<file path="config.mk">
export PLATFORM = sky130hd
export DESIGN_NAME = isc_control
export DESIGN_NICKNAME = d
export VERILOG_FILES = /design/src/inc/isc_pkg.sv /design/src/isc_control.sv /design/src/isc_head_byte.sv
export SDC_FILE = /design/constraint.sdc
export NUM_CORES = 1
export LEC_CHECK = 0
export ABC_AREA = 1
export BUFFER_PORTS_ARGS = -buffer_cell sky130_fd_sc_hd__buf_2
export CAP_MARGIN = 10
export CORE_MARGIN = 4
export CORE_UTILIZATION = 45
export DETAILED_ROUTE_END_ITERATION = 10
export PLACE_DENSITY = 0.78
export SYNTH_ARGS = -nofsm -noshare
export SYNTH_HDL_FRONTEND = slang
export SYNTH_HIERARCHICAL = 1
export SYNTH_SLANG_ARGS = --single-unit
</file>
<file path="constraint.sdc">
create_clock -name ref_clk -period 4.38 [get_ports ref_clk]
set_clock_uncertainty 0.05 [all_clocks]
set_input_delay 0.657 -clock ref_clk [delete_from_list [all_inputs] [get_ports ref_clk]]
set_output_delay 0.657 -clock ref_clk [all_outputs]
set_load 0.02 [all_outputs]
</file>
<file path="src/inc/isc_pkg.sv">
/*
  Package for the in-line security control block: register offsets,
  field positions, reset values and mode encodings.
  Assumes a 16-bit configuration register port on the system clock.
*/
package isc_pkg;

  // ----------------------------------------------------------------
  // register map
  // ----------------------------------------------------------------
  localparam logic [5:0]  SECURITY_CONTROL_ADDR = 6'h19;
  localparam logic [5:0]  CLEAR_COUNT_ADDR      = 6'h1A;

  // ----------------------------------------------------------------
  // security_control field positions
  // ----------------------------------------------------------------
  localparam int GUARD_BIT    = 9;
  localparam int HEAD_BIT     = 8;
  localparam int SAKEY_BIT    = 7;
  localparam int TXKEY_BIT    = 6;
  localparam int RXKEY_BIT    = 5;
  localparam int TAG_LSB      = 2;
  localparam int MODE_LSB     = 0;

  // ----------------------------------------------------------------
  // clear_count field positions
  // ----------------------------------------------------------------
  localparam int TXL_LSB      = 8;
  localparam int RXL_LSB      = 0;

  // ----------------------------------------------------------------
  // reset values
  // ----------------------------------------------------------------
  localparam logic        GUARD_RST   = 1'h1;
  localparam logic        HEAD_RST    = 1'h1;
  localparam logic        SAKEY_RST   = 1'h1;
  localparam logic        TXKEY_RST   = 1'h1;
  localparam logic        RXKEY_RST   = 1'h0;
  localparam logic [2:0]  TAG_RST     = 3'h1;
  localparam logic [1:0]  MODE_RST    = 2'h0;
  localparam logic [6:0]  CLEAR_RST   = 7'h00;
  localparam logic [4:0]  TAG_BYTES_RST = 5'h04;

  // ----------------------------------------------------------------
  // tag length code and packet arithmetic
  // ----------------------------------------------------------------
  localparam logic [2:0]  TAG_RESERVED = 3'h0;
  localparam logic [7:0]  LEN_OVERHEAD = 8'h02;

  typedef enum logic [1:0] {
    ISC_OFF = 2'h0,
    ISC_MAC = 2'h1,
    ISC_CTR = 2'h2,
    ISC_CCM = 2'h3
  } isc_mode_e;

endpackage : isc_pkg

</file>
<file path="src/isc_control.sv">
/*
  In-line security control: configuration registers, per-operation
  latching of settings, key choice and CBC-MAC head byte.
  Assumes a host register port on ref_clk and an AES datapath that
  raises op_start for one cycle at the start of each operation.
*/
// Summary of operation
// - bit 9 guards receive buffer, resets one
// - head select zero: first data byte first
// - head select one: authenticated length first
// - head select ignored inside CCM
// - three key selectors, resets one one zero
// - tag code (M-2)/2, zero reserved, reset one
// - mode field, reset disables security
// - seven-bit tx and rx clear counts
`timescale 1ns/10ps
module isc_control (
  input  wire logic        ref_clk,           // system clock, 40 MHz
  input  wire logic        rstn,              // async reset, active low
  input  wire logic [5:0]  reg_addr,          // register address
  input  wire logic        reg_wr,            // write strobe
  input  wire logic [15:0] reg_wdata,         // write data
  input  wire logic        reg_rd,            // read strobe
  output logic      [15:0] reg_rdata,         // read data
  input  wire logic        op_start,          // operation start pulse
  input  wire logic [1:0]  op_kind,           // 0 standalone, 1 tx, 2 rx
  input  wire logic [7:0]  pkt_len,           // packet length field
  input  wire logic [7:0]  first_data,        // first payload byte
  output logic             rx_buffer_guard_en,// receive buffer guard
  output logic [1:0]       active_mode,       // latched mode
  output logic [2:0]       active_tag_code,   // latched tag code
  output logic [4:0]       active_tag_bytes,  // tag length in bytes
  output logic             active_key,        // 0 key 0, 1 key 1
  output logic [6:0]       active_clear,      // clear count for op
  output logic [7:0]       mac_head_byte,     // first CBC-MAC byte
  output logic             mac_len_first,     // length byte prepended
  output logic             tag_code_err       // reserved tag code set
);

  // ----------------------------------------------------------------
  // configuration registers
  // ----------------------------------------------------------------
  logic       mac_head_select;
  logic       standalone_key_choice;
  logic       transmit_key_choice;
  logic       receive_key_choice;
  logic [2:0] tag_length_code;
  logic [1:0] inline_protect_mode;
  logic [6:0] tx_clear_count;
  logic [6:0] rx_clear_count;
  logic       lat_head;
  logic       lat_rx;
  logic [6:0] lat_txl;
  logic [6:0] lat_rxl;

  wire logic        wr_ctrl;
  wire logic        wr_clear;
  wire logic        is_standalone;
  wire logic        is_rx;
  wire logic [15:0] ctrl_view;
  wire logic [15:0] clear_view;
  wire logic [15:0] next_rdata;
  wire logic        next_key;
  wire logic [6:0]  next_clear;
  wire logic [7:0]  head_byte;
  wire logic        len_first;

  assign wr_ctrl  = reg_wr & (reg_addr == isc_pkg::SECURITY_CONTROL_ADDR);
  assign wr_clear = reg_wr & (reg_addr == isc_pkg::CLEAR_COUNT_ADDR);

  // upper bits are not stored, so reserved positions read zero
  assign ctrl_view  = {6'h00, rx_buffer_guard_en, mac_head_select,
                       standalone_key_choice, transmit_key_choice,
                       receive_key_choice, tag_length_code,
                       inline_protect_mode};
  assign clear_view = {1'b0, tx_clear_count, 1'b0, rx_clear_count};
  assign next_rdata = (reg_addr == isc_pkg::SECURITY_CONTROL_ADDR) ? ctrl_view
                    : (reg_addr == isc_pkg::CLEAR_COUNT_ADDR) ? clear_view
                    : 16'h0000;

  always_ff @(posedge ref_clk or negedge rstn)
  begin
    if (!rstn)
    begin
      rx_buffer_guard_en    <= isc_pkg::GUARD_RST;
      mac_head_select       <= isc_pkg::HEAD_RST;
      standalone_key_choice <= isc_pkg::SAKEY_RST;
      transmit_key_choice   <= isc_pkg::TXKEY_RST;
      receive_key_choice    <= isc_pkg::RXKEY_RST;
      tag_length_code       <= isc_pkg::TAG_RST;
      inline_protect_mode   <= isc_pkg::MODE_RST;
    end
    else if (wr_ctrl)
    begin
      rx_buffer_guard_en    <= reg_wdata[isc_pkg::GUARD_BIT];
      mac_head_select       <= reg_wdata[isc_pkg::HEAD_BIT];
      standalone_key_choice <= reg_wdata[isc_pkg::SAKEY_BIT];
      transmit_key_choice   <= reg_wdata[isc_pkg::TXKEY_BIT];
      receive_key_choice    <= reg_wdata[isc_pkg::RXKEY_BIT];
      tag_length_code       <= reg_wdata[isc_pkg::TAG_LSB +: 3];
      inline_protect_mode   <= reg_wdata[isc_pkg::MODE_LSB +: 2];
    end
  end

  always_ff @(posedge ref_clk or negedge rstn)
  begin
    if (!rstn)
    begin
      tx_clear_count <= isc_pkg::CLEAR_RST;
      rx_clear_count <= isc_pkg::CLEAR_RST;
    end
    else if (wr_clear)
    begin
      tx_clear_count <= reg_wdata[isc_pkg::TXL_LSB +: 7];
      rx_clear_count <= reg_wdata[isc_pkg::RXL_LSB +: 7];
    end
  end

  always_ff @(posedge ref_clk or negedge rstn)
  begin
    if (!rstn)
      reg_rdata <= 16'h0000;
    else if (reg_rd)
      reg_rdata <= next_rdata;
  end

  // ----------------------------------------------------------------
  // per-operation latching
  // ----------------------------------------------------------------
  assign is_standalone = (op_kind == 2'h0);
  assign is_rx         = (op_kind == 2'h2);
  assign next_key      = is_standalone ? standalone_key_choice
                       : (is_rx ? receive_key_choice : transmit_key_choice);
  // clear counts have no meaning for stand-alone work
  assign next_clear    = is_standalone ? 7'h00
                       : (is_rx ? rx_clear_count : tx_clear_count);

  always_ff @(posedge ref_clk or negedge rstn)
  begin
    if (!rstn)
    begin
      active_mode      <= isc_pkg::MODE_RST;
      active_tag_code  <= isc_pkg::TAG_RST;
      active_tag_bytes <= isc_pkg::TAG_BYTES_RST;
      active_key       <= 1'b0;
      active_clear     <= isc_pkg::CLEAR_RST;
      tag_code_err     <= 1'b0;
      lat_head         <= isc_pkg::HEAD_RST;
      lat_rx           <= 1'b0;
      lat_txl          <= isc_pkg::CLEAR_RST;
      lat_rxl          <= isc_pkg::CLEAR_RST;
    end
    else if (op_start)
    begin
      // settings are sampled here only, so writes mid-packet wait
      active_mode      <= is_standalone ? isc_pkg::ISC_OFF
                                        : inline_protect_mode;
      active_tag_code  <= tag_length_code;
      active_tag_bytes <= {1'b0, tag_length_code, 1'b0} + 5'h02;
      active_key       <= next_key;
      active_clear     <= next_clear;
      tag_code_err     <= (tag_length_code == isc_pkg::TAG_RESERVED);
      lat_head         <= mac_head_select;
      lat_rx           <= is_rx;
      lat_txl          <= tx_clear_count;
      lat_rxl          <= rx_clear_count;
    end
  end

  // ----------------------------------------------------------------
  // CBC-MAC head byte
  // ----------------------------------------------------------------
  isc_head_byte u_head (
    .mode       (active_mode),
    .head_sel   (lat_head),
    .is_rx      (lat_rx),
    .pkt_len    (pkt_len),
    .tx_clear   (lat_txl),
    .rx_clear   (lat_rxl),
    .first_data (first_data),
    .head_byte  (head_byte),
    .len_first  (len_first)
  );

  always_ff @(posedge ref_clk or negedge rstn)
  begin
    if (!rstn)
    begin
      mac_head_byte <= 8'h00;
      mac_len_first <= 1'b0;
    end
    else
    begin
      mac_head_byte <= head_byte;
      mac_len_first <= len_first;
    end
  end

endmodule : isc_control

</file>
<file path="src/isc_head_byte.sv">
/*
  Combinational selector of the first CBC-MAC input byte.
  Assumes the caller registers the result and supplies latched settings.
*/
`timescale 1ns/10ps
module isc_head_byte (
  input  wire logic [1:0] mode,         // latched security mode
  input  wire logic       head_sel,     // latched head select
  input  wire logic       is_rx,        // operation is a receive
  input  wire logic [7:0] pkt_len,      // packet length field
  input  wire logic [6:0] tx_clear,     // latched transmit clear count
  input  wire logic [6:0] rx_clear,     // latched receive clear count
  input  wire logic [7:0] first_data,   // first payload byte
  output wire logic [7:0] head_byte,    // first byte into CBC-MAC
  output wire logic       len_first     // length byte is prepended
);

  wire logic [7:0] tx_auth_len;
  wire logic [7:0] rx_auth_len;
  wire logic       plain_mac;

  // only plain CBC-MAC honours the head select, never CCM
  assign plain_mac   = (mode == isc_pkg::ISC_MAC);
  assign len_first   = plain_mac & head_sel;
  assign tx_auth_len = pkt_len - {1'b0, tx_clear} - isc_pkg::LEN_OVERHEAD;
  assign rx_auth_len = {1'b0, rx_clear};
  assign head_byte   = !len_first ? first_data
                     : (is_rx ? rx_auth_len : tx_auth_len);

endmodule : isc_head_byte

</file>
==> After elaboration in Yosys (flattened, before gate mapping) <==
Cells that the tools add are included.
{ "word_totals": {"out_inout_bits": 45, "word_cells": 43, "register_bits": 84} }
{ "classes": {"n_eq_ne": 4, "n_reduce_logical": 2, "n_addsub": 3, "bitwise": 3, "muxes": 9} }
{ "op_table": {"columns": ["op", "n"], "rows": [
  ["15-bit 2-to-1 mux", 2],
  ["8-bit 2-to-1 mux", 2],
  ["7-bit 2-to-1 mux", 2],
  ["6-bit by 5-bit == test with 1-bit output, second input constant", 2],
  ["8-bit by 2-bit subtractor with 8-bit output, second input constant", 1],
  ["8-bit by 7-bit subtractor with 8-bit output", 1],
  ["4-bit by 2-bit adder with 5-bit output, second input constant", 1],
  ["1-bit AND", 3],
  ["3-bit zero test", 1],
  ["2-bit by 1-bit == test with 1-bit output, second input constant", 1],
  ["2-bit == test, second input constant", 1],
  ["2-bit zero test", 1],
  ["1-bit 2-to-1 mux", 2],
  ["2-bit 2-to-1 mux", 1]
]} }

==> Depth between registers and ports, before layout <==
Gate-level depths: netlist (run 1).
{ "logic_depth": {"depth_word": 4, "mapped_depth": 12, "mapped_depth_nobuf": 12} }

==> By module <==
Netlist (run 1), hierarchy kept.
{ "modules_own_cells": {"columns": ["module", "seq_area_each_um2", "cells_each", "area_per_inst_um2", "n_inst"], "rows": [
  ["isc_control", 2062.0, 379, 3409.5, 1],
  ["isc_head_byte", 0.0, 107, 615.6, 1]
]} }

==> Least setup slack after synthesis (run 1) <==
No wires, ideal clock.
{ "synth_timing": {"path_kind": "input to register", "startpoint": "input pkt_len[1]", "endpoint": "register mac_head_byte[5]", "path_stages": 10, "path_buffers": 0, "arrival_ns": 1.959, "setup_slack_ns": 2.293, "cell_sequence": "inv_1 -> ha_1 -> inv_1 -> ha_1 -> fa_1 -> nand3_1 -> nand2_1 -> nand2_1 -> nand3_1 -> a21oi_1"} }
{ "synth_via": {"elab_chain_len": 4} }
{ "synth_lines": {"columns": ["item", "line_no", "source"], "rows": [
  ["start, declared", "isc_control.sv:27", "input wire logic [7:0] pkt_len,"],
  ["8-bit by 7-bit subtractor with 8-bit output", "isc_head_byte.sv:25", "assign tx_auth_len = pkt_len - {1'b0, tx_clear} - isc_pkg::LEN_OVERHEAD;"],
  ["8-bit by 2-bit subtractor with 8-bit output", "isc_head_byte.sv:25", null],
  ["8-bit 2-to-1 mux", "isc_head_byte.sv:28", ": (is_rx ? rx_auth_len : tx_auth_len);"],
  ["8-bit 2-to-1 mux", "isc_head_byte.sv:27", "assign head_byte = !len_first ? first_data"],
  ["via head_byte[5]", "isc_control.sv:65", "wire logic [7:0] head_byte;"],
  ["end signal, assigned", "isc_control.sv:194", "mac_head_byte <= head_byte;"],
  ["end, declared", "isc_control.sv:35", "output logic [7:0] mac_head_byte,"]
]} }
The timed path passes the listed nets, and every way through them passes these cells.
A chain may end at the register's enable or synchronous reset.

==> run_summary.xml, run 1 <==
<?xml version="1.0" encoding="UTF-8"?>
<metrics>
  <group name="power">
    <metric name="power.switching_fraction" unit="">0.317</metric>
    <metric name="pwr_density_cell" unit="nW/um^2">383</metric>
    <metric name="max-vdd-ir-drop" unit="mV">0.192</metric>
    <metric name="p_int" unit="W">0.00122</metric>
    <metric name="net-switching-power" unit="W">0.000568</metric>
    <metric name="seq_power_share" unit="">0.504</metric>
    <metric name="power_leakage" unit="nW">2.61</metric>
    <metric name="logic_gate_share_of_total_power" unit="">0.194</metric>
    <metric name="p_clk_frac" unit="">0.301</metric>
  </group>
  <group name="critical_path">
    <metric name="worst_setup_path_type" unit="">input pin to flop</metric>
    <metric name="required" unit="ps">4580</metric>
    <metric name="worstRegToRegCells" unit="">9</metric>
    <metric name="end_kind" unit="">flop</metric>
    <metric name="timing.critical_path.arrival" unit="ps">2250</metric>
    <metric name="largest_driver_fanout_on_the_critical_path" unit="">39</metric>
    <metric name="cp-start-kind" unit="">input pin</metric>
  </group>
  <group name="routing">
    <metric name="drt_iter0_markers" unit="">228</metric>
    <metric name="drt_pre_antenna_iters" unit="">4</metric>
    <metric name="postRouteAntennaNets" unit="">0</metric>
    <metric name="vias" unit="">3510</metric>
    <metric name="drt_drc_violations_left" unit="">0</metric>
    <metric name="post_drt_wl_per_cell" unit="um">14.5</metric>
    <metric name="routed_wl" unit="um">9770</metric>
    <metric name="via_per_inst" unit="">5.22</metric>
  </group>
  <group name="clocking">
    <metric name="cts-buffers-inserted" unit="">9</metric>
    <metric name="clkSinkCount" unit="">82</metric>
    <metric name="cts-hold-fix-buffers" unit="">0</metric>
    <metric name="clock-root-buffer" unit="">sky130_fd_sc_hd__clkbuf_8</metric>
    <metric name="cts.reportedPaths.clkPinSlew" unit="ps">80</metric>
    <metric name="cts_resized" unit="">0</metric>
    <metric name="htree_num_levels" unit="">3</metric>
    <metric name="clockBufferDepth" unit="">2</metric>
    <metric name="cts_tree" unit="">built</metric>
    <metric name="cts_setup_buffers" unit="">0</metric>
    <metric name="clock_latency_on_the_worst_skew_pair" unit="ps">370</metric>
  </group>
  <group name="grt">
    <metric name="largest_net_degree_at_the_start_of_global_routing" unit="">83</metric>
    <metric name="grt_pass1_wl" unit="um">16500</metric>
    <metric name="global_route.usage.total" unit="">0.200</metric>
    <metric name="first_global_vias" unit="">3429</metric>
    <metric name="globalRouteOverflowTotal" unit="">0</metric>
    <metric name="number_of_antenna_violations_at_the_first_check_in_global_routing" unit="">0</metric>
  </group>
  <group name="synth">
    <metric name="synth.largest_area_cell" unit="">sky130_fd_sc_hd__dfrtp_1</metric>
    <metric name="yosys-mux-area-fraction" unit="">0</metric>
    <metric name="synth_top_area_frac" unit="">0.460</metric>
    <metric name="netlist_instances" unit="">486</metric>
    <metric name="xor_xnor_fraction_of_synth_area" unit="">0.00435</metric>
    <metric name="synth_flop_cell" unit="">sky130_fd_sc_hd__dfrtp_1</metric>
    <metric name="synthMostInstantiatedCell" unit="">sky130_fd_sc_hd__nand2_1</metric>
    <metric name="synth_async_sr_flop_share" unit="">1.00</metric>
    <metric name="synthesis.yosys.warnings" unit="">6</metric>
    <metric name="synth_common_cells" unit="">sky130_fd_sc_hd__nand2_1 (192), sky130_fd_sc_hd__dfrtp_1 (74), sky130_fd_sc_hd__nand4_1 (44), sky130_fd_sc_hd__inv_1 (35), sky130_fd_sc_hd__nand3_1 (31)</metric>
    <metric name="compound_gate_fraction_of_synth_area" unit="">0.0417</metric>
    <metric name="synth-edff-count" unit="">0</metric>
    <metric name="synth_top_family_by_area" unit="">simple AND/OR/NAND/NOR gates</metric>
    <metric name="ys_seq_area_frac" unit="">0.512</metric>
    <metric name="syn-mean-instance-area" unit="sq um">8.28</metric>
    <metric name="synth.ff_latch_count" unit="">82</metric>
    <metric name="synthAdderAreaFrac" unit="">0.0516</metric>
    <metric name="syn-cell-area" unit="sq um">4030</metric>
    <metric name="dominant_cells_by_area_after_synthesis" unit="">sky130_fd_sc_hd__dfrtp_1 (46%), sky130_fd_sc_hd__nand2_1 (18%), sky130_fd_sc_hd__nand4_1 (6.8%)</metric>
    <metric name="post_synth_and_or_nand_nor_area_fraction" unit="">0.322</metric>
    <metric name="synth_cell_types" unit="">33</metric>
  </group>
  <group name="die">
    <metric name="die_w" unit="um">103</metric>
    <metric name="core_area" unit="sq um">8720</metric>
    <metric name="rows" unit="">34</metric>
    <metric name="dieArea" unit="sq um">10500</metric>
    <metric name="num_io_pins" unit="">90</metric>
    <metric name="initial_core_util" unit="">0.462</metric>
    <metric name="fp.dieH" unit="um">103</metric>
  </group>
  <group name="placed_design">
    <metric name="hpwl" unit="um">7060</metric>
    <metric name="setup_slack_at_placement" unit="ps">1940</metric>
    <metric name="globalplace.congestion" unit="">0.836</metric>
    <metric name="dpl-instance-area" unit="sq um">4490</metric>
    <metric name="place_inst" unit="">657</metric>
    <metric name="io_buffer_count" unit="">86</metric>
  </group>
  <group name="cells_and_area">
    <metric name="n_antenna_cell" unit="">0</metric>
    <metric name="post_layout_nonfiller_instances" unit="">673</metric>
    <metric name="drive_gt1_frac" unit="">0.219</metric>
    <metric name="n_fill_cell" unit="">833</metric>
    <metric name="post-route-cell-area" unit="sq um">4670</metric>
    <metric name="flow.area_growth_from_synthesis" unit="%">16.1</metric>
    <metric name="final_nets" unit="">621</metric>
  </group>
  <group name="worst_hold_path">
    <metric name="timing.hold.worst.class" unit="">input pin to asynchronous set/reset pin</metric>
  </group>
  <group name="sta">
    <metric name="max_freq" unit="GHz">0.488</metric>
    <metric name="period_share" unit="">0.468</metric>
    <metric name="setup-violations-final" unit="">0</metric>
    <metric name="setup_tns" unit="ps">0</metric>
    <metric name="timing.final.max_slew_violations" unit="">0</metric>
    <metric name="finalHoldWorstSlack" unit="ps">397</metric>
    <metric name="rsz0062_at_grt" unit="">false</metric>
    <metric name="post-route-min-period" unit="ps">2050</metric>
    <metric name="hold_violations" unit="">0</metric>
    <metric name="tightestPinTransition" unit="ps">1020</metric>
    <metric name="slew-limit-headroom" unit="">0.318</metric>
    <metric name="setup_slack" unit="ps">2330</metric>
  </group>
  <group name="outcome">
    <metric name="status" unit="">finished, final reports clean</metric>
  </group>
  <group name="run">
    <metric name="count_of_max_cap_constraint_violations" unit="">0</metric>
  </group>
</metrics>
-- worst max-delay path: stages --
cell	delay (ps)
sky130_fd_sc_hd__buf_2	450
sky130_fd_sc_hd__inv_1	620
sky130_fd_sc_hd__a21oi_1	280
sky130_fd_sc_hd__nand3_1	90
sky130_fd_sc_hd__o21ai_0	80
sky130_fd_sc_hd__inv_1	60
-- path summary, 6_finish.rpt --
kind                                     startpoint                   to  slack [ps]
worst min register to register  active_tag_bytes[2]  active_tag_bytes[2]         410
max in group asynchronous                      rstn           lat_txl[4]        3200
worst min-delay path                           rstn     mac_head_byte[2]         400
worst max register to register           lat_txl[1]     mac_head_byte[5]        2440
min in group ref_clk            active_tag_bytes[2]  active_tag_bytes[2]         410
worst max-delay path                       op_start           active_key        2330
-- final cells by class --
class	count	area, sq um	share of cell area
flip-flops and latches	82	2060	0.441
clock inverters	5	55.1	0.0118
repair buffers	88	448	0.0959
multi-input cells	341	1700	0.363
inverters	38	145	0.0311
clock buffers	11	131	0.0281
well taps	108	135	0.0289
-- layout by cell type (no fill, tap or decap), types with 2 or more instances in the layout --
cell type	count
sky130_fd_sc_hd__inv_1	35
sky130_fd_sc_hd__clkinvlp_4	2
sky130_fd_sc_hd__clkbuf_8	9
sky130_fd_sc_hd__dfstp_2	8
sky130_fd_sc_hd__buf_4	3
sky130_fd_sc_hd__a31oi_1	2
sky130_fd_sc_hd__nand3_1	31
sky130_fd_sc_hd__ha_1	15
sky130_fd_sc_hd__nand3_2	3
sky130_fd_sc_hd__dfrtp_1	74
sky130_fd_sc_hd__o21ai_1	4
sky130_fd_sc_hd__conb_1	2
sky130_fd_sc_hd__buf_2	85
sky130_fd_sc_hd__o21ai_0	12
sky130_fd_sc_hd__a21oi_1	10
sky130_fd_sc_hd__nand4_1	44
sky130_fd_sc_hd__nor2_2	3
sky130_fd_sc_hd__nand2_1	192
sky130_fd_sc_hd__clkinv_2	2
sky130_fd_sc_hd__nor2_1	12
sky130_fd_sc_hd__clkbuf_1	2
sky130_fd_sc_hd__nand2_2	2
-- flip-flops by register name (all words and copies together), names as in the netlist, 2 cells and up --
signal	cells
active_clear	7
rx_clear_count	7
lat_rxl	7
active_tag_bytes	4
mac_head_byte	8
reg_rdata	15
tx_clear_count	7
tag_length_code	3
active_mode	2
active_tag_code	3
inline_protect_mode	2
lat_txl	7
-- stage by stage --
stage	utilization	total power, W
CTS	0.536	0.00180
finish	0.536	0.00179
detailed placement	0.514	0.00127
global route	0.536	0.00190
global placement	0.514	0.00125
floorplan	-	0.00114
-- cells by family (layout without fill, tap and decap cells) --
family / Yosys count / after routing
fa+ha+maj: 16 / 16
simple gates: 290 / 290
flops: 82 / 82
compound gates: 31 / 31
xor+xnor: 2 / 2
other cells: 1 / 2
buf+inv: 64 / 142
-- power groups by stage --
| stage | combinational (W) | sequential, W | clock (W) |
|---|---|---|---|
| after floorplan | 0.000210 | 0.000929 | 0 |
| after global placement | 0.000336 | 0.000915 | 0 |
| after detailed placement | 0.000349 | 0.000917 | 0 |
| after CTS | 0.000351 | 0.000903 | 0.000549 |
| after global routing | 0.000398 | 0.000914 | 0.000585 |
| final | 0.000348 | 0.000904 | 0.000540 |
-- routing by layer --
metal | track usage | part of all wire | vias up
met2 | 0.316 | 0.47 | 123
met4 | 0.0868 | 0.019 | 0
met3 | 0.0372 | 0.076 | 19
met5 | 0 | 0 | -
met1 | 0.270 | 0.44 | 1641
li1 | - | - | 1727
Power figures use the tool's default switching activity.
==> inputs of run 2 (changes only) <==
Settings changed: ABC_AREA 1 to 0, PLACE_DENSITY 0.78 to 0.81.
Clock period 4.38 ns to 1.8 ns, I/O delays scaled along.
==> run_summary.xml, run 2 <==
<?xml version="1.0" encoding="UTF-8"?>
<metrics>
  <group name="clocking">
    <metric name="clockBufferDepth" unit="">2</metric>
    <metric name="cts_tree" unit="">built</metric>
    <metric name="cts.reportedPaths.clkPinSlew" unit="ps">90</metric>
    <metric name="clock-root-buffer" unit="">sky130_fd_sc_hd__clkbuf_8</metric>
    <metric name="htree_num_levels" unit="">3</metric>
    <metric name="cts-buffers-inserted" unit="">9</metric>
    <metric name="clkSinkCount" unit="">82</metric>
    <metric name="clock_latency_on_the_worst_skew_pair" unit="ps">350</metric>
  </group>
  <group name="outcome">
    <metric name="status" unit="">finished, violations left</metric>
    <metric name="failed_checks" unit="">negative setup slack</metric>
  </group>
  <group name="cells_and_area">
    <metric name="n_fill_cell" unit="">710</metric>
    <metric name="register_area" unit="sq um">2060</metric>
    <metric name="reg.largest.list" unit="">reg_rdata (15), mac_head_byte (8)</metric>
    <metric name="drive_gt1_frac" unit="">0.428</metric>
    <metric name="final_cell_mix" unit="">sky130_fd_sc_hd__buf_2 (85), sky130_fd_sc_hd__dfrtp_1 (74), sky130_fd_sc_hd__inv_1 (41)</metric>
    <metric name="final_nets" unit="">493</metric>
    <metric name="top_register" unit="">reg_rdata</metric>
    <metric name="largest_register_ffs" unit="">15</metric>
    <metric name="n_antenna_cell" unit="">0</metric>
    <metric name="multi_input_area" unit="sq um">1560</metric>
    <metric name="layout.core_utilization" unit="">0.581</metric>
    <metric name="post_layout_nonfiller_instances" unit="">542</metric>
    <metric name="flow.area_growth_from_synthesis" unit="%">25.5</metric>
    <metric name="most_common_cell_after_layout_fill_and_taps_aside" unit="">sky130_fd_sc_hd__buf_2</metric>
    <metric name="post-route-cell-area" unit="sq um">4800</metric>
  </group>
  <group name="critical_path">
    <metric name="required" unit="ps">2000</metric>
    <metric name="worst_setup_path_type" unit="">flop to flop</metric>
    <metric name="cp-start-kind" unit="">flop</metric>
    <metric name="timing.critical_path.arrival" unit="ps">2320</metric>
    <metric name="end_kind" unit="">flop</metric>
    <metric name="worstRegToRegCells" unit="">8</metric>
    <metric name="reg2reg_setup_slack" unit="ps">-320</metric>
    <metric name="largest_driver_fanout_on_the_critical_path" unit="">2</metric>
  </group>
  <group name="power">
    <metric name="logic_gate_share_of_total_power" unit="">0.221</metric>
    <metric name="power_leakage" unit="nW">2.39</metric>
    <metric name="pwr_density_cell" unit="nW/um^2">1010</metric>
    <metric name="net-switching-power" unit="W">0.00135</metric>
    <metric name="power.switching_fraction" unit="">0.280</metric>
    <metric name="seq_power_share" unit="">0.458</metric>
    <metric name="max-vdd-ir-drop" unit="mV">0.587</metric>
    <metric name="p_clk_frac" unit="">0.321</metric>
    <metric name="p_int" unit="W">0.00349</metric>
  </group>
  <group name="die">
    <metric name="dieArea" unit="sq um">10000</metric>
    <metric name="rows" unit="">33</metric>
    <metric name="core_area" unit="sq um">8260</metric>
    <metric name="initial_core_util" unit="">0.463</metric>
    <metric name="num_io_pins" unit="">90</metric>
    <metric name="fp.dieH" unit="um">100</metric>
    <metric name="die_w" unit="um">100</metric>
  </group>
  <group name="synth">
    <metric name="synth_common_cells" unit="">sky130_fd_sc_hd__dfrtp_1 (74), sky130_fd_sc_hd__inv_1 (43), sky130_fd_sc_hd__mux2_2 (31), sky130_fd_sc_hd__o22ai_1 (18), sky130_fd_sc_hd__nand2_1 (17)</metric>
    <metric name="synth_async_sr_flop_share" unit="">1.00</metric>
    <metric name="netlist_instances" unit="">328</metric>
    <metric name="ys_seq_area_frac" unit="">0.539</metric>
    <metric name="synth_cell_types" unit="">37</metric>
    <metric name="xor_xnor_fraction_of_synth_area" unit="">0.00916</metric>
    <metric name="synthMostInstantiatedCell" unit="">sky130_fd_sc_hd__dfrtp_1</metric>
    <metric name="yosys-mux-area-fraction" unit="">0.153</metric>
    <metric name="compound_gate_fraction_of_synth_area" unit="">0.106</metric>
    <metric name="syn-cell-area" unit="sq um">3820</metric>
    <metric name="synth_flop_cell" unit="">sky130_fd_sc_hd__dfrtp_1</metric>
    <metric name="post_synth_and_or_nand_nor_area_fraction" unit="">0.0671</metric>
    <metric name="synthAdderAreaFrac" unit="">0.0543</metric>
    <metric name="synth.largest_area_cell" unit="">sky130_fd_sc_hd__dfrtp_1</metric>
    <metric name="dominant_cells_by_area_after_synthesis" unit="">sky130_fd_sc_hd__dfrtp_1 (48%), sky130_fd_sc_hd__mux2_2 (9.1%), sky130_fd_sc_hd__dfstp_2 (5.5%)</metric>
    <metric name="synthesis.yosys.warnings" unit="">6</metric>
    <metric name="synth_top_family_by_area" unit="">multiplexers</metric>
    <metric name="synth_top_area_frac" unit="">0.484</metric>
    <metric name="synth-edff-count" unit="">0</metric>
    <metric name="syn-mean-instance-area" unit="sq um">11.7</metric>
    <metric name="synth.ff_latch_count" unit="">82</metric>
  </group>
  <group name="placed_design">
    <metric name="io_buffer_count" unit="">86</metric>
    <metric name="globalplace.congestion" unit="">0.787</metric>
    <metric name="hpwl" unit="um">6420</metric>
    <metric name="dpl-instance-area" unit="sq um">4470</metric>
    <metric name="place_inst" unit="">522</metric>
  </group>
  <group name="grt">
    <metric name="global_route.usage.total" unit="">0.188</metric>
    <metric name="first_global_vias" unit="">2946</metric>
    <metric name="grt_pass1_wl" unit="um">14800</metric>
    <metric name="globalRouteOverflowTotal" unit="">0</metric>
    <metric name="number_of_antenna_violations_at_the_first_check_in_global_routing" unit="">0</metric>
    <metric name="largest_net_degree_at_the_start_of_global_routing" unit="">51</metric>
  </group>
  <group name="sta">
    <metric name="post-route-min-period" unit="ps">2120</metric>
    <metric name="rsz0062_at_grt" unit="">true</metric>
    <metric name="setup-violations-final" unit="">5</metric>
    <metric name="hold_violations" unit="">0</metric>
    <metric name="max_freq" unit="GHz">0.471</metric>
    <metric name="setup_tns" unit="ps">-1110</metric>
    <metric name="setup_slack" unit="ps">-322</metric>
    <metric name="slew-limit-headroom" unit="">0.617</metric>
    <metric name="tightestPinTransition" unit="ps">575</metric>
    <metric name="period_share" unit="">1.18</metric>
    <metric name="timing.final.max_slew_violations" unit="">0</metric>
    <metric name="finalHoldWorstSlack" unit="ps">68.4</metric>
  </group>
  <group name="routing">
    <metric name="routed_wl" unit="um">9140</metric>
    <metric name="post_drt_wl_per_cell" unit="um">16.9</metric>
    <metric name="drt_drc_violations_left" unit="">0</metric>
    <metric name="via_per_inst" unit="">5.26</metric>
    <metric name="drt_pre_antenna_iters" unit="">4</metric>
    <metric name="vias" unit="">2851</metric>
    <metric name="drt_iter0_markers" unit="">142</metric>
    <metric name="postRouteAntennaNets" unit="">0</metric>
  </group>
  <group name="run">
    <metric name="count_of_max_cap_constraint_violations" unit="">0</metric>
  </group>
  <group name="worst_hold_path">
    <metric name="worst_hold_path.num_cells" unit="">3</metric>
    <metric name="timing.hold.worst.class" unit="">input pin to flop</metric>
  </group>
</metrics>
run 2: cell types whose count changed in the layout (fill, tap and decap cells not counted), moves of 6 or more:
cell                      change
sky130_fd_sc_hd__mux2_4      +10
sky130_fd_sc_hd__mux2_2      +31
sky130_fd_sc_hd__buf_4       +19
sky130_fd_sc_hd__o21ai_0      -6
sky130_fd_sc_hd__nand4_1     -41
sky130_fd_sc_hd__nand2_1    -175
sky130_fd_sc_hd__a22oi_1     +16
sky130_fd_sc_hd__nand3_1     -26
sky130_fd_sc_hd__inv_1        +6
sky130_fd_sc_hd__o22ai_1     +18
run 2: routing by layer:
metal  share of wire  global-route usage  vias to the layer above
li1                -                   -                     1338
met5               0                   0                        -
met3           0.049              0.0354                       22
met4           0.020              0.0674                        0
met1            0.43               0.241                     1407
met2            0.50               0.318                       84
run 2: metrics by stage:
step / power [W] / setup WS [ps]
finish: 0.00484 / -322
global route: 0.00506 / -404
CTS: 0.00478 / -316
detailed placement: 0.00320 / -356
global placement: 0.00315 / -312
floorplan: 0.00279 / -248
run 2: kinds of logic after synthesis:
group,Yosys count
mux,49
compound gates,62
other cells,1
flops,82
buf+inv,62
fa+ha+maj,16
simple gates,52
xor+xnor,4
run 2: final cells by class:
class,count,area share
timing repair buffer,111,0.136
inverter,43,0.0336
multi-input combinational,185,0.324
tap,105,0.0274
clock buffer,12,0.0344
clock inverter,4,0.0151
sequential,82,0.430
run 2: power groups by stage:
| stage | Clock [W] | Sequential, W | Combinational [W] |
|---|---|---|---|
| after floorplan | 0 | 0.00227 | 0.000528 |
| after global placement | 0 | 0.00224 | 0.000907 |
| after detailed placement | 0 | 0.00225 | 0.000949 |
| after CTS | 0.00157 | 0.00222 | 0.000991 |
| after global routing | 0.00165 | 0.00224 | 0.00117 |
| final | 0.00155 | 0.00222 | 0.00107 |
run 2: worst paths after layout:
kind	start	end
max reg2reg	lat_txl[1]	mac_head_byte[7]
max	lat_txl[1]	mac_head_byte[7]
min in group asynchronous	rstn	lat_txl[2]
min	first_data[2]	mac_head_byte[2]
max in group asynchronous	rstn	tag_length_code[0]
min reg2reg	lat_txl[5]	lat_txl[5]
run 2: timing repair:
item                       in CTS  in global routing
pin swaps                      10                  1
setup buffers                   1                  2
hold buffers                    1                  0
hold endpoints to repair       74                  0
setup endpoints to repair       5                  6
resized for setup               6                  6
run 2: critical path: stages, from the launching register on:
cell	delay (ps)
sky130_fd_sc_hd__dfrtp_1	400
sky130_fd_sc_hd__ha_1	300
sky130_fd_sc_hd__inv_2	40
sky130_fd_sc_hd__ha_4	150
sky130_fd_sc_hd__fa_2	360
sky130_fd_sc_hd__a21o_1	210
sky130_fd_sc_hd__a221oi_2	240
sky130_fd_sc_hd__xnor2_1	90
sky130_fd_sc_hd__a22o_1	170
==> inputs of run 3 (changes only) <==
Settings changed: RECOVER_POWER from default to 100.
==> run_summary.xml, run 3 (synthesis results as in run 2) <==
<?xml version="1.0" encoding="UTF-8"?>
<metrics>
  <group name="placed_design">
    <metric name="globalplace.congestion" unit="">0.787</metric>
    <metric name="io_buffer_count" unit="">86</metric>
    <metric name="dpl-instance-area" unit="sq um">4470</metric>
    <metric name="hpwl" unit="um">6420</metric>
    <metric name="place_inst" unit="">522</metric>
  </group>
  <group name="critical_path">
    <metric name="timing.critical_path.arrival" unit="ps">2310</metric>
    <metric name="worst_setup_path_type" unit="">flop to flop</metric>
    <metric name="largest_driver_fanout_on_the_critical_path" unit="">2</metric>
    <metric name="cp-start-kind" unit="">flop</metric>
    <metric name="end_kind" unit="">flop</metric>
    <metric name="timing.critical_path.slowest_stage_cell" unit="">sky130_fd_sc_hd__dfrtp_1</metric>
    <metric name="worstRegToRegCells" unit="">8</metric>
    <metric name="critical_path.max_stage_delay" unit="ps">400</metric>
    <metric name="path_cells" unit="">ha_1 &gt; inv_2 &gt; ha_4 &gt; fa_2 &gt; a21o_1 &gt; a221oi_2 &gt; xnor2_1 &gt; a22o_1</metric>
    <metric name="required" unit="ps">2000</metric>
  </group>
  <group name="cells_and_area">
    <metric name="most_common_cell_after_layout_fill_and_taps_aside" unit="">sky130_fd_sc_hd__dfrtp_1</metric>
    <metric name="reg.largest.list" unit="">reg_rdata (15), mac_head_byte (8)</metric>
    <metric name="largest_register_ffs" unit="">15</metric>
    <metric name="final_cell_mix" unit="">sky130_fd_sc_hd__dfrtp_1 (74), sky130_fd_sc_hd__clkbuf_1 (47), sky130_fd_sc_hd__buf_2 (42)</metric>
    <metric name="post_layout_nonfiller_instances" unit="">542</metric>
    <metric name="drive_gt1_frac" unit="">0.293</metric>
    <metric name="n_antenna_cell" unit="">0</metric>
    <metric name="flow.area_growth_from_synthesis" unit="%">22.3</metric>
    <metric name="top_register" unit="">reg_rdata</metric>
    <metric name="n_fill_cell" unit="">752</metric>
    <metric name="final_nets" unit="">493</metric>
    <metric name="post-route-cell-area" unit="sq um">4680</metric>
  </group>
  <group name="power">
    <metric name="max-vdd-ir-drop" unit="mV">0.580</metric>
    <metric name="power_leakage" unit="nW">2.20</metric>
    <metric name="pwr_density_cell" unit="nW/um^2">1020</metric>
  </group>
  <group name="sta">
    <metric name="hold_violations" unit="">0</metric>
    <metric name="slew-limit-headroom" unit="">0.194</metric>
    <metric name="timing.final.max_slew_violations" unit="">0</metric>
    <metric name="rsz0062_at_grt" unit="">true</metric>
    <metric name="setup_tns" unit="ps">-1080</metric>
    <metric name="post-route-min-period" unit="ps">2120</metric>
    <metric name="tightestPinTransition" unit="ps">1210</metric>
    <metric name="period_share" unit="">1.18</metric>
    <metric name="max_freq" unit="GHz">0.473</metric>
    <metric name="setup-violations-final" unit="">5</metric>
    <metric name="setup_slack" unit="ps">-316</metric>
  </group>
  <group name="die">
    <metric name="core_area" unit="sq um">8260</metric>
    <metric name="num_io_pins" unit="">90</metric>
    <metric name="die_w" unit="um">100</metric>
    <metric name="initial_core_util" unit="">0.463</metric>
    <metric name="rows" unit="">33</metric>
    <metric name="fp.dieH" unit="um">100</metric>
    <metric name="dieArea" unit="sq um">10000</metric>
  </group>
  <group name="routing">
    <metric name="drt_iter0_markers" unit="">135</metric>
    <metric name="drt_pre_antenna_iters" unit="">4</metric>
    <metric name="vias" unit="">2834</metric>
    <metric name="postRouteAntennaNets" unit="">0</metric>
    <metric name="post_drt_wl_per_cell" unit="um">16.8</metric>
    <metric name="drt_drc_violations_left" unit="">0</metric>
    <metric name="routed_wl" unit="um">9090</metric>
    <metric name="via_per_inst" unit="">5.23</metric>
  </group>
  <group name="grt">
    <metric name="number_of_antenna_violations_at_the_first_check_in_global_routing" unit="">0</metric>
    <metric name="global_route.usage.total" unit="">0.188</metric>
    <metric name="first_global_vias" unit="">2946</metric>
    <metric name="grt_pass1_wl" unit="um">14800</metric>
    <metric name="globalRouteOverflowTotal" unit="">0</metric>
    <metric name="largest_net_degree_at_the_start_of_global_routing" unit="">51</metric>
  </group>
  <group name="clocking">
    <metric name="cts.reportedPaths.clkPinSlew" unit="ps">90</metric>
    <metric name="cts_tree" unit="">built</metric>
    <metric name="clockBufferDepth" unit="">2</metric>
    <metric name="clkSinkCount" unit="">82</metric>
    <metric name="clock-root-buffer" unit="">sky130_fd_sc_hd__clkbuf_8</metric>
    <metric name="cts-buffers-inserted" unit="">9</metric>
    <metric name="clock_latency_on_the_worst_skew_pair" unit="ps">340</metric>
    <metric name="htree_num_levels" unit="">3</metric>
  </group>
  <group name="worst_hold_path">
    <metric name="worst_hold_path.num_cells" unit="">3</metric>
    <metric name="timing.hold.worst.class" unit="">input pin to flop</metric>
  </group>
  <group name="outcome">
    <metric name="failed_checks" unit="">negative setup slack</metric>
    <metric name="status" unit="">finished, violations left</metric>
  </group>
  <group name="run">
    <metric name="count_of_max_cap_constraint_violations" unit="">0</metric>
  </group>
</metrics>
-- run 3: changes by cell type in the layout (fill, tap and decap cells not counted), sizes merged --
| cell | delta |
|---|---|
| buf | -51 |
| clkbuf | +51 |
-- run 3: worst paths after layout --
path | from | endpoint | slack, ps
min in group asynchronous | rstn | reg_rdata[11] | 610
max in group asynchronous | rstn | lat_txl[6] | 180
worst max register to register | lat_txl[1] | mac_head_byte[7] | -320
worst min-delay path | first_data[2] | mac_head_byte[2] | 70
worst min register to register | lat_txl[5] | lat_txl[5] | 460
worst max-delay path | lat_txl[1] | mac_head_byte[7] | -320
-- run 3: cell type report --
type / count / area, sq um / share of cell area
repair buffers: 111 / 566 / 0.121
clock buffers: 12 / 165 / 0.0353
flip-flops and latches: 82 / 2060 / 0.441
inverters: 43 / 161 / 0.0345
well taps: 105 / 131 / 0.0281
clock inverters: 4 / 72.6 / 0.0155
multi-input cells: 185 / 1520 / 0.325
-- run 3: stage by stage --
stage          setup WS [ps]  utilization  total power, W  hold slack, ps
4_1_cts                 -316        0.575         0.00478            66.4
5_1_grt                 -404        0.567         0.00501            75.7
6_report                -316        0.567         0.00479            69.8
3_5_place_dp            -356        0.541         0.00320             223
2_1_floorplan           -248            -         0.00279           -75.6
3_3_place_gp            -312        0.541         0.00315             222
-- run 3: report_power, final --
part,internal (W),switching [W]
registers,0.00204,0.000169
clock network,0.000893,0.000662
logic,0.000500,0.000521
total,0.00344,0.00135
-- run 3: layer usage --
| metal | global-route usage | vias up | routed length [um] |
|---|---|---|---|
| li1 | - | 1336 | - |
| met1 | 0.241 | 1403 | 3850 |
| met2 | 0.318 | 76 | 4610 |
| met3 | 0.0354 | 19 | 451 |
| met4 | 0.0674 | 0 | 181 |
| met5 | 0 | - | 0 |
-- run 3: critical path, delay by kind of cell (launching register included) --
family | cells | cell delay [ps]
AO/OA/AOI/OAI | 3 | 620
XOR/XNOR | 1 | 90
adder cells (fa/ha/maj) | 3 | 810
buffers and inverters | 1 | 40
flip-flops | 1 | 400
-- run 3: timing repair --
| action | CTS | global route |
|---|---|---|
| pin swaps | 10 | 1 |
| resized for setup | 6 | 6 |
| endpoints found under the hold margin | 74 | 0 |
| hold buffers | 1 | 0 |
| gates cloned | 0 | 0 |
| setup endpoints to repair | 5 | 6 |
| setup buffers | 1 | 2 |
